File: src/verilog/obl_pkg.sv
// Shared constants and types for the option bit loader
package obl_pkg;

	// Option byte locations in program memory
	localparam int          OBL_OPT_BYTES    = 4;
	localparam logic [1:0]  OBL_ADDR_FIRST   = 2'h0;
	localparam logic [1:0]  OBL_ADDR_LAST    = 2'h3;
	localparam logic [7:0]  OBL_ERASED_BYTE  = 8'hff;

	// Byte zero fields
	localparam int OBL_B0_OSC_HI   = 7;
	localparam int OBL_B0_OSC_LO   = 6;
	localparam int OBL_B0_WDT_ACT  = 5;
	localparam int OBL_B0_WDT_AUTO = 4;
	localparam int OBL_B0_BO_AON   = 3;
	localparam int OBL_B0_DBG_N    = 2;
	localparam int OBL_B0_FWP      = 1;
	localparam int OBL_B0_CRP      = 0;
	// Byte one fields
	localparam int OBL_B1_MOTOR_N  = 2;
	localparam int OBL_B1_HI_IDLE  = 1;
	localparam int OBL_B1_LO_IDLE  = 0;
	// Byte three field
	localparam int OBL_B3_LOWPWR   = 6;

	// Oscillator modes
	typedef enum logic [1:0] {
		OBL_OSC_EXT_RC   = 2'h0,
		OBL_OSC_LOW_PWR  = 2'h1,
		OBL_OSC_MED_PWR  = 2'h2,
		OBL_OSC_HIGH_PWR = 2'h3
	} obl_osc_type;

	// Low power start-up clock divider
	localparam int          OBL_LP_DIV       = 8;
	localparam logic [2:0]  OBL_LP_LAST      = 3'h7;

	// Software register port (8-bit data)
	localparam logic [3:0]  OBL_REG_OSC_CTRL = 4'h0;
	localparam logic [3:0]  OBL_REG_STATUS   = 4'h4;
	localparam int          OBL_CTRL_WDT_EN  = 0;
	localparam logic [7:0]  OBL_CTRL_RESET   = 8'h01;
	localparam int          OBL_ST_LOADED    = 0;
	localparam int          OBL_ST_WDT_RUN   = 1;
	localparam int          OBL_ST_LOWPWR    = 2;
	localparam int          OBL_ST_REFUSED   = 3;

	// Decoded option controls
	typedef struct packed {
		obl_osc_type oscillatorModeSelect;
		logic        watchdogTimeoutAction;
		logic        watchdogAutoEnable;
		logic        brownoutAlwaysOn;
		logic        debugSerialPortEnableN;
		logic        flashWritePermit;
		logic        codeReadPermit;
		logic        motorPinEnableN;
		logic        highSideIdleLevel;
		logic        lowSideIdleLevel;
		logic        lowPowerStartup;
	} obl_cfg_type;

	// Register port request
	typedef struct packed {
		logic [3:0] addr;
		logic [7:0] wdata;
		logic       wr;
		logic       rd;
	} obl_bus_type;

endpackage

File: src/verilog/option_bit_loader.sv
// Reset-time option byte loader and decoder of the static option controls
//
// Notes on behaviour
// - Every reset kind, short reset and stop recovery included, reloads the option bytes.
// - Changed option bytes take effect only after the next reload.
// - Core stays in reset until all option bytes are loaded.
// - Loaded option values have no register address; only status bit 2 reflects the low power start-up option, inverted.
// - Option bytes are read from program memory addresses zero through three.
// - Byte zero bits 7:6 pick RC, low, medium or high crystal drive.
// - Byte zero bit 5: zero gives watchdog interrupt, one gives short reset.
// - Byte zero bit 4 zero starts watchdog at reset, else on instruction.
// - Byte zero bit 3 zero turns brown-out off in stop mode.
// - Debug serial port enabled when byte zero bit 2 is zero.
// - Byte zero bit 1 zero refuses user flash writes; debugger still allowed.
// - Byte zero bit 0 zero hides user code and limits debugger commands.
// - Erased bytes read all ones, giving the documented default settings.
// - Byte one bit 2 zero enables motor pin functions from reset.
// - Byte one bit 1 sets the high-side PWM idle level.
// - Byte one bit 0 sets the low-side PWM idle level.
// - Clearing the watchdog oscillator enable bit always stops the watchdog.
// - Byte three bit 6 zero starts in low power, clock divided by eight.
`timescale 1ns/100ps

module option_bit_loader
	import obl_pkg::*;
(
	input  wire logic        clk,             // System clock, 40 MHz
	input  wire logic        rst,             // System reset, synchronous, active high
	input  wire logic        shortResetReq,   // Short reset request, one-cycle pulse
	input  wire logic        stopRecoveryReq, // Stop mode recovery, one-cycle pulse
	output logic [1:0]       memAddr,         // Program memory byte address
	output logic             memRead,         // Program memory read strobe
	input  wire logic [7:0]  memData,         // Program memory read data
	input  wire logic        memValid,        // Program memory data valid
	output logic             coreResetHold,   // Holds the processor core in reset
	output obl_cfg_type      optCfg,          // Decoded static option controls
	input  wire obl_bus_type busReq,          // Register port request
	output logic [7:0]       busRdata,        // Register read data, one cycle later
	input  wire logic        stopMode,        // Device is in stop mode
	output logic             brownoutEnable,  // Brown-out detector enable
	input  wire logic        wdtInstr,        // Watchdog start instruction executed
	input  wire logic        wdtTimeout,      // Watchdog time-out, one-cycle pulse
	output logic             wdtRunning,      // Watchdog counting
	output logic             wdtIrq,          // Watchdog interrupt request pulse
	input  wire logic        userFlashReq,    // Program or erase request from user code
	input  wire logic        debugFlashReq,   // Program or erase request from debugger
	output logic             flashOpGrant,    // Flash operation accepted
	output logic             flashOpRefused,  // Flash operation refused pulse
	input  wire logic        userCodeReadReq, // Data read of user code
	output logic             userCodeReadOk,  // User code read allowed
	output logic             debugLimited,    // Debugger limited to basic commands
	output logic             lowPowerTick     // Flash access slot in divided clock
);

	////////////////////////////////////////////////////////////////////////////
	// Types and helpers

	typedef enum logic [1:0] {
		OBL_ISSUE,
		OBL_WAIT,
		OBL_RELEASE,
		OBL_RUN
	} obl_state_type;

	function automatic obl_cfg_type oblDecode(input logic [7:0] b0, input logic [7:0] b1,
		input logic [7:0] b3);
		obl_cfg_type c;
		c.oscillatorModeSelect   = obl_osc_type'(b0[OBL_B0_OSC_HI:OBL_B0_OSC_LO]);
		c.watchdogTimeoutAction  = b0[OBL_B0_WDT_ACT];
		c.watchdogAutoEnable     = b0[OBL_B0_WDT_AUTO];
		c.brownoutAlwaysOn       = b0[OBL_B0_BO_AON];
		c.debugSerialPortEnableN = b0[OBL_B0_DBG_N];
		c.flashWritePermit       = b0[OBL_B0_FWP];
		c.codeReadPermit         = b0[OBL_B0_CRP];
		c.motorPinEnableN        = b1[OBL_B1_MOTOR_N];
		c.highSideIdleLevel      = b1[OBL_B1_HI_IDLE];
		c.lowSideIdleLevel       = b1[OBL_B1_LO_IDLE];
		c.lowPowerStartup        = b3[OBL_B3_LOWPWR];
		return c;
	endfunction

	obl_state_type state_reg;
	obl_state_type state_next;
	logic [1:0]    idx_reg;
	logic [7:0]    optByte_reg [OBL_OPT_BYTES];
	logic          reload;
	logic [7:0]    oscCtrl_reg;
	logic          wdtRun_reg;
	logic [2:0]    lpCount_reg;
	logic          refused_reg;
	logic          irq_reg;
	logic          grant_reg;
	logic          refusedPulse_reg;
	logic [7:0]    rdata_reg;
	logic          loaded;

	// Any reset kind, including a watchdog short reset, restarts the load
	assign reload = rst | shortResetReq | stopRecoveryReq
		| (wdtTimeout & wdtRun_reg & optCfg.watchdogTimeoutAction);

	assign loaded = (state_reg == OBL_RUN);

	////////////////////////////////////////////////////////////////////////////
	// Load sequencer

	always_comb begin
		state_next = state_reg;
		case (state_reg)
			OBL_ISSUE:   state_next = OBL_WAIT;
			OBL_WAIT: begin
				if (memValid && idx_reg == OBL_ADDR_LAST) begin
					state_next = OBL_RELEASE;
				end else if (memValid) begin
					state_next = OBL_ISSUE;
				end
			end
			OBL_RELEASE: state_next = OBL_RUN;
			OBL_RUN:     state_next = OBL_RUN;
			default:     state_next = OBL_ISSUE;
		endcase
	end

	always_ff @(posedge clk) begin
		if (reload) begin
			state_reg <= OBL_ISSUE;
		end else begin
			state_reg <= state_next;
		end
	end

	always_ff @(posedge clk) begin
		if (reload) begin
			idx_reg <= OBL_ADDR_FIRST;
		end else if (state_reg == OBL_WAIT && memValid && idx_reg != OBL_ADDR_LAST) begin
			idx_reg <= idx_reg + 2'h1;
		end
	end

	// Bytes only change during a load, so later flash edits wait for a reload
	always_ff @(posedge clk) begin
		if (reload) begin
			for (int i = 0; i < OBL_OPT_BYTES; i++) begin
				optByte_reg[i] <= OBL_ERASED_BYTE;
			end
		end else if (state_reg == OBL_WAIT && memValid) begin
			optByte_reg[idx_reg] <= memData;
		end
	end

	assign memAddr       = idx_reg;
	assign memRead       = (state_reg == OBL_ISSUE);
	assign coreResetHold = !loaded;
	// Stored bytes feed only this decoder; none of them has an address
	assign optCfg        = oblDecode(optByte_reg[0], optByte_reg[1], optByte_reg[3]);

	////////////////////////////////////////////////////////////////////////////
	// Watchdog control

	always_ff @(posedge clk) begin
		if (rst) begin
			oscCtrl_reg <= OBL_CTRL_RESET;
		end else if (busReq.wr && busReq.addr == OBL_REG_OSC_CTRL) begin
			oscCtrl_reg <= busReq.wdata;
		end
	end

	always_ff @(posedge clk) begin
		if (reload || !oscCtrl_reg[OBL_CTRL_WDT_EN]) begin
			wdtRun_reg <= 1'b0;
		end else if (state_reg == OBL_RELEASE && !optCfg.watchdogAutoEnable) begin
			wdtRun_reg <= 1'b1;
		end else if (loaded && wdtInstr) begin
			wdtRun_reg <= 1'b1;
		end
	end

	// Interrupt acceptance depends on software enabling interrupts globally
	always_ff @(posedge clk) begin
		if (rst) begin
			irq_reg <= 1'b0;
		end else begin
			irq_reg <= wdtTimeout & wdtRun_reg & !optCfg.watchdogTimeoutAction;
		end
	end

	assign wdtRunning = wdtRun_reg;
	assign wdtIrq     = irq_reg;

	////////////////////////////////////////////////////////////////////////////
	// Brown-out, protection and pin controls

	assign brownoutEnable = !stopMode || optCfg.brownoutAlwaysOn;

	always_ff @(posedge clk) begin
		if (rst) begin
			grant_reg        <= 1'b0;
			refusedPulse_reg <= 1'b0;
		end else begin
			grant_reg        <= loaded && (debugFlashReq
				|| (userFlashReq && optCfg.flashWritePermit));
			refusedPulse_reg <= loaded && userFlashReq && !debugFlashReq
				&& !optCfg.flashWritePermit;
		end
	end

	// Sticky refusal flag; a new refusal wins over a clearing write
	always_ff @(posedge clk) begin
		if (rst) begin
			refused_reg <= 1'b0;
		end else if (refusedPulse_reg) begin
			refused_reg <= 1'b1;
		end else if (busReq.wr && busReq.addr == OBL_REG_STATUS
			&& busReq.wdata[OBL_ST_REFUSED]) begin
			refused_reg <= 1'b0;
		end
	end

	assign flashOpGrant   = grant_reg;
	assign flashOpRefused = refusedPulse_reg;
	assign userCodeReadOk = loaded && userCodeReadReq && optCfg.codeReadPermit;
	assign debugLimited   = !optCfg.codeReadPermit;

	////////////////////////////////////////////////////////////////////////////
	// Low power start-up divider: one flash slot per eight clocks

	always_ff @(posedge clk) begin
		if (reload || optCfg.lowPowerStartup) begin
			lpCount_reg <= 3'h0;
		end else begin
			lpCount_reg <= lpCount_reg + 3'h1;
		end
	end

	assign lowPowerTick = optCfg.lowPowerStartup || (lpCount_reg == OBL_LP_LAST);

	////////////////////////////////////////////////////////////////////////////
	// Register port

	always_ff @(posedge clk) begin
		if (rst) begin
			rdata_reg <= 8'h00;
		end else if (busReq.rd) begin
			case (busReq.addr)
				OBL_REG_OSC_CTRL: rdata_reg <= oscCtrl_reg;
				OBL_REG_STATUS:   rdata_reg <= {4'h0, refused_reg, !optCfg.lowPowerStartup,
					wdtRun_reg, loaded};
				default:          rdata_reg <= 8'h00;
			endcase
		end else begin
			rdata_reg <= 8'h00;
		end
	end

	assign busRdata = rdata_reg;

	////////////////////////////////////////////////////////////////////////////
	// Checks

	property p_reload_restart;
		@(posedge clk) disable iff (rst)
		(shortResetReq || stopRecoveryReq) |=> (memRead && coreResetHold && memAddr == 2'h0);
	endproperty
	a_reload_restart: assert property (p_reload_restart) else $error("reload did not restart");

	// Release only right after the last byte was taken
	property p_hold_until_loaded;
		@(posedge clk) disable iff (rst)
		$fell(coreResetHold) |-> ($past(state_reg == OBL_RELEASE)
			&& $past(memValid, 2) && $past(memAddr == OBL_ADDR_LAST, 2));
	endproperty
	a_hold_until_loaded: assert property (p_hold_until_loaded) else $error("core freed early");

	property p_release_after_last;
		@(posedge clk) disable iff (rst || reload)
		(state_reg == OBL_WAIT && memValid && memAddr == 2'h3) |=> coreResetHold
			##1 !coreResetHold;
	endproperty
	a_release_after_last: assert property (p_release_after_last) else $error("bad release");

	property p_cfg_stable;
		@(posedge clk) disable iff (rst)
		(loaded && !reload) |=> $stable(optCfg);
	endproperty
	a_cfg_stable: assert property (p_cfg_stable) else $error("config changed without reload");

	property p_defaults_on_load;
		@(posedge clk) disable iff (rst)
		reload |=> (optCfg.oscillatorModeSelect == OBL_OSC_HIGH_PWR
			&& optCfg.watchdogTimeoutAction && optCfg.brownoutAlwaysOn
			&& optCfg.codeReadPermit);
	endproperty
	a_defaults_on_load: assert property (p_defaults_on_load) else $error("not erased defaults");

	property p_byte0_decode;
		@(posedge clk) disable iff (rst || reload)
		(state_reg == OBL_WAIT && memValid && memAddr == 2'h0) |=>
			(optCfg.oscillatorModeSelect == $past(memData[7:6])
			&& optCfg.flashWritePermit == $past(memData[1])
			&& optCfg.codeReadPermit == $past(memData[0]));
	endproperty
	a_byte0_decode: assert property (p_byte0_decode) else $error("byte zero decode");

	property p_byte1_decode;
		@(posedge clk) disable iff (rst || reload)
		(state_reg == OBL_WAIT && memValid && memAddr == 2'h1) |=>
			(optCfg.motorPinEnableN == $past(memData[2])
			&& optCfg.highSideIdleLevel == $past(memData[1])
			&& optCfg.lowSideIdleLevel == $past(memData[0]));
	endproperty
	a_byte1_decode: assert property (p_byte1_decode) else $error("byte one decode");

	property p_wdt_stop;
		@(posedge clk) disable iff (rst)
		!oscCtrl_reg[OBL_CTRL_WDT_EN] |=> !wdtRunning;
	endproperty
	a_wdt_stop: assert property (p_wdt_stop) else $error("watchdog kept running");

	property p_wdt_auto;
		@(posedge clk) disable iff (rst || reload)
		(state_reg == OBL_RELEASE && !optCfg.watchdogAutoEnable
			&& oscCtrl_reg[OBL_CTRL_WDT_EN]) |=> wdtRunning;
	endproperty
	a_wdt_auto: assert property (p_wdt_auto) else $error("watchdog not auto started");

	property p_wdt_irq;
		@(posedge clk) disable iff (rst)
		(wdtTimeout && wdtRunning && !optCfg.watchdogTimeoutAction) |=> wdtIrq;
	endproperty
	a_wdt_irq: assert property (p_wdt_irq) else $error("missing watchdog interrupt");

	property p_brownout;
		@(posedge clk) disable iff (rst)
		(stopMode && !optCfg.brownoutAlwaysOn) |-> !brownoutEnable;
	endproperty
	a_brownout: assert property (p_brownout) else $error("brown-out on in stop");

	property p_flash_refuse;
		@(posedge clk) disable iff (rst)
		(loaded && userFlashReq && !debugFlashReq && !optCfg.flashWritePermit)
			|=> (flashOpRefused && !flashOpGrant);
	endproperty
	a_flash_refuse: assert property (p_flash_refuse) else $error("user flash not refused");

	property p_read_protect;
		@(posedge clk) disable iff (rst)
		!optCfg.codeReadPermit |-> (!userCodeReadOk && debugLimited);
	endproperty
	a_read_protect: assert property (p_read_protect) else $error("code readable");

	property p_lowpower_tick;
		@(posedge clk) disable iff (rst || reload)
		(!optCfg.lowPowerStartup && lowPowerTick) |=> !lowPowerTick [*7];
	endproperty
	a_lowpower_tick: assert property (p_lowpower_tick) else $error("divider slot wrong");

	property p_single_read;
		@(posedge clk) disable iff (rst || reload)
		memRead |=> !memRead;
	endproperty
	a_single_read: assert property (p_single_read) else $error("read strobe held");

	property p_flash_grant;
		@(posedge clk) disable iff (rst)
		(loaded && userFlashReq && optCfg.flashWritePermit)
			|=> (flashOpGrant && !flashOpRefused);
	endproperty
	a_flash_grant: assert property (p_flash_grant) else $error("flash not granted");

	// Option bytes must never leak through an unused address
	property p_unmapped_read;
		@(posedge clk) disable iff (rst)
		(busReq.rd && busReq.addr != OBL_REG_OSC_CTRL && busReq.addr != OBL_REG_STATUS)
			|=> (busRdata == 8'h00);
	endproperty
	a_unmapped_read: assert property (p_unmapped_read) else $error("unmapped read");

endmodule

File: config.mk
export PLATFORM = sky130hd
export DESIGN_NAME = option_bit_loader
export DESIGN_NICKNAME = d
export VERILOG_FILES = /design/src/verilog/obl_pkg.sv /design/src/verilog/option_bit_loader.sv
export SDC_FILE = /design/constraint.sdc
export NUM_CORES = 1
export LEC_CHECK = 0
export BUFFER_PORTS_ARGS = -buffer_cell sky130_fd_sc_hd__clkbuf_2
export CAP_MARGIN = 20
export CORE_MARGIN = 3
export CORE_UTILIZATION = 47
export DETAILED_ROUTE_END_ITERATION = 10
export PLACE_DENSITY = 0.78
export SYNTH_ARGS = -nofsm -noshare
export SYNTH_HDL_FRONTEND = slang
export SYNTH_SLANG_ARGS = --single-unit
File: constraint.sdc
create_clock -name clk -period 1.85 [get_ports clk]
set_clock_uncertainty 0.05 [all_clocks]
set_input_delay 0.185 -clock clk [delete_from_list [all_inputs] [get_ports clk]]
set_output_delay 0.185 -clock clk [all_outputs]
set_load 0.03 [all_outputs]
==> results.ini <==
[detailed_routing]
drc = 0
detail_route.wl_per_cell_um = 13.6
routed_wl_mm = 3.56
initialDrtViolationCount = 48
ant_nets = 0
vias = 1364
drt_pass1_iterations = 4
via_per_inst = 5.21

[clocking]
htree_levels = 2
cts_resized = 0
cts.sinks = 40
cts_made_buffers = 5
cts_root_buffer = clkbuf_4
clk_pin_slew_ps = 110
tritoncts = yes
insertion_delay_ps = 340
clockBufferDepth = 2
post_cts_buffers = 0

[logic_synthesis]
synth_nets = 183
ys_warn_count = 0
async_reset_ff_share_pct = 0
ys.flop_type = dfxtp_1
synth_cell_type_count = 40
synth_area_sq_um = 1620
ys_ff_latch = 40
synth.avg_cell_area_sq_um = 11.0
synthCells = 147
ys_seq_area_share_pct = 56.7
synth_edf_count = 12

[timing]
report.final.hold_viol_count = 0
setup_violations = 0
fin_ws_ps = 132
min_period_ps = 1720
final.period_utilization_pct = 92.9
fmax_ghz = 0.582
relSlewSlack_pct = 63.4
rsz0062_at_grt = false
setup_tns_ps = 0
tightest_slew_ps = 545
drv_slew = 0

[grt]
grt-ovfl-total = 0
grt_pass1_wl_mm = 6.11
antenna_found_initial = 0
grt_use_total_pct = 19.0
grt_max_degree = 22
grt_pass1_vias = 1367

[power_and_ir_drop]
p_leak_uw = 0.000847
p_seq_share_pct = 59.8
power_frac_comb_pct = 6.7
power_density_nw_per_um2 = 726
p_int_uw = 1180
vdd.ir_drop.worst_mv = 0.464
p_switching_uw = 337
p_clk_share_pct = 33.5
sw_frac_of_total_pct = 22.2

[placed_design]
gp_congestion = 0.822
post-place-ws_ps = 197
numPortBuffers = 64
dp.final_hpwl_mm = 2.74

[die]
die_h_um = 64.8
die-area_sq_um = 4190
start_util_pct = 51.1
io_pins = 65
placementRows = 20
die_w_um = 64.8
core_sq_um = 3180

[cells_and_area]
final_nets = 253
final_common_cell = clkbuf_2
post-route-util_pct = 65.8
final_cell_mix = 64 x clkbuf_2, 28 x dfxtp_1, 12 x nor2_1, 12 x edfxtp_1, 11 x nand2b_1
antenna_cells = 0
syn_to_final_growth_pct = 28.9
fillers = 268
drive_above_1_share_pct = 41.3
largest_reg_flops = 12

[worst_setup_path]
path_max_fanout = 2
critical-path-top-delay-family = adder cells
worst_setup_path_start_kind = flip-flop
cpPeakStageDelay_ps = 340
crit_required_ps = 1620
slowest_stage = dfxtp_1
ff2ff_path_depth = 3
path_common_cell = ha_1
critical_path_class = flip-flop to output pin
end_kind = output pin
worst-path-stages = 4
reg2reg_setup_slack_ps = 210
critPathArrivalTime_ps = 1480
cp_cell_sequence = ha_1, ha_1, or2_2, clkbuf_2
critPathBufInv = 1

[job]
cap_violations = 0

[hold_path]
hp-class = input pin to flip-flop
holdPathStages = 4

[status]
outcome = complete, no violations

## power by group through the flow
stage                     sequential [uW]  clock (uW)  combinational, uW
after floorplan                       928           0               41.3
after global placement                927           0               93.4
after detailed placement              928           0               96.9
after CTS                             908         523                102
after global routing                  909         566                112
final                                 908         509                102
## Yosys cell counts (3+ instances only)
library cell,number,area (sq um)
clkbuf_1,4,15.0
edfxtp_1,12,360
or4_1,3,22.5
nor3_1,5,25.0
dfxtp_1,28,561
nand2_1,5,18.8
nor3b_1,3,22.5
nand2b_1,11,68.8
o21ai_0,8,40.0
and2_1,5,31.3
a22oi_1,3,22.5
or2_2,9,56.3
nand4b_1,7,61.3
nor2_1,12,45.0
ha_1,3,37.5
## metal layers
metal / up-vias / part of all wire (%) / global-route usage (%)
li1: 669 / - / -
met1: 622 / 46 / 24.0
met2: 66 / 45 / 30.4
met3: 7 / 7.2 / 5.03
met4: 0 / 1.5 / 8.18
met5: - / 0 / 0
## worst paths after layout
path / to / from
max: lowPowerTick / lpCount_reg[0]
min: flashOpRefused / debugFlashReq
max reg2reg: optByte_reg[0][2] / state_reg[0]
min reg2reg: lpCount_reg[0] / lpCount_reg[0]
## area by class of cell
class                      count  area, sq um  area share, %
sequential                    40          921           44.0
clock buffer                   7         66.3           3.17
multi-input combinational     98          664           31.8
timing repair buffer          70          373           17.8
inverter                       2         7.51          0.359
clock inverter                 1         5.00          0.239
tap                           44         55.1           2.63
## through the flow
stage / instance area [sq um] / hold slack (ps) / instances / total power (uW)
2_1_floorplan: 1620 / 253 / 147 / 970
3_3_place_gp: 1990 / 353 / 251 / 1020
3_5_place_dp: 1990 / 359 / 251 / 1020
4_1_cts: 2090 / 20.4 / 262 / 1530
5_1_grt: 2090 / 24.0 / 262 / 1590
6_report: 2090 / 38.3 / 262 / 1520
## kinds of logic after synthesis
family | synth area share (%)
compound gates | 8.25
flops | 56.7
buf+inv | 2.31
fa+ha+maj | 2.31
xor+xnor | 0.540
simple gates | 29.8
## worst min-delay path, stage by stage
cell and delay (ps):
clkbuf_2 90, nor2_1 40, nand2_1 50, nor3_1 30
## repair_timing
item	4_1_cts	5_1_grt
endpoints found under the hold margin	3	0
setup endpoints to repair	0	0
hold buffers	3	0
Note: power is estimated with default switching activity, not from simulation.
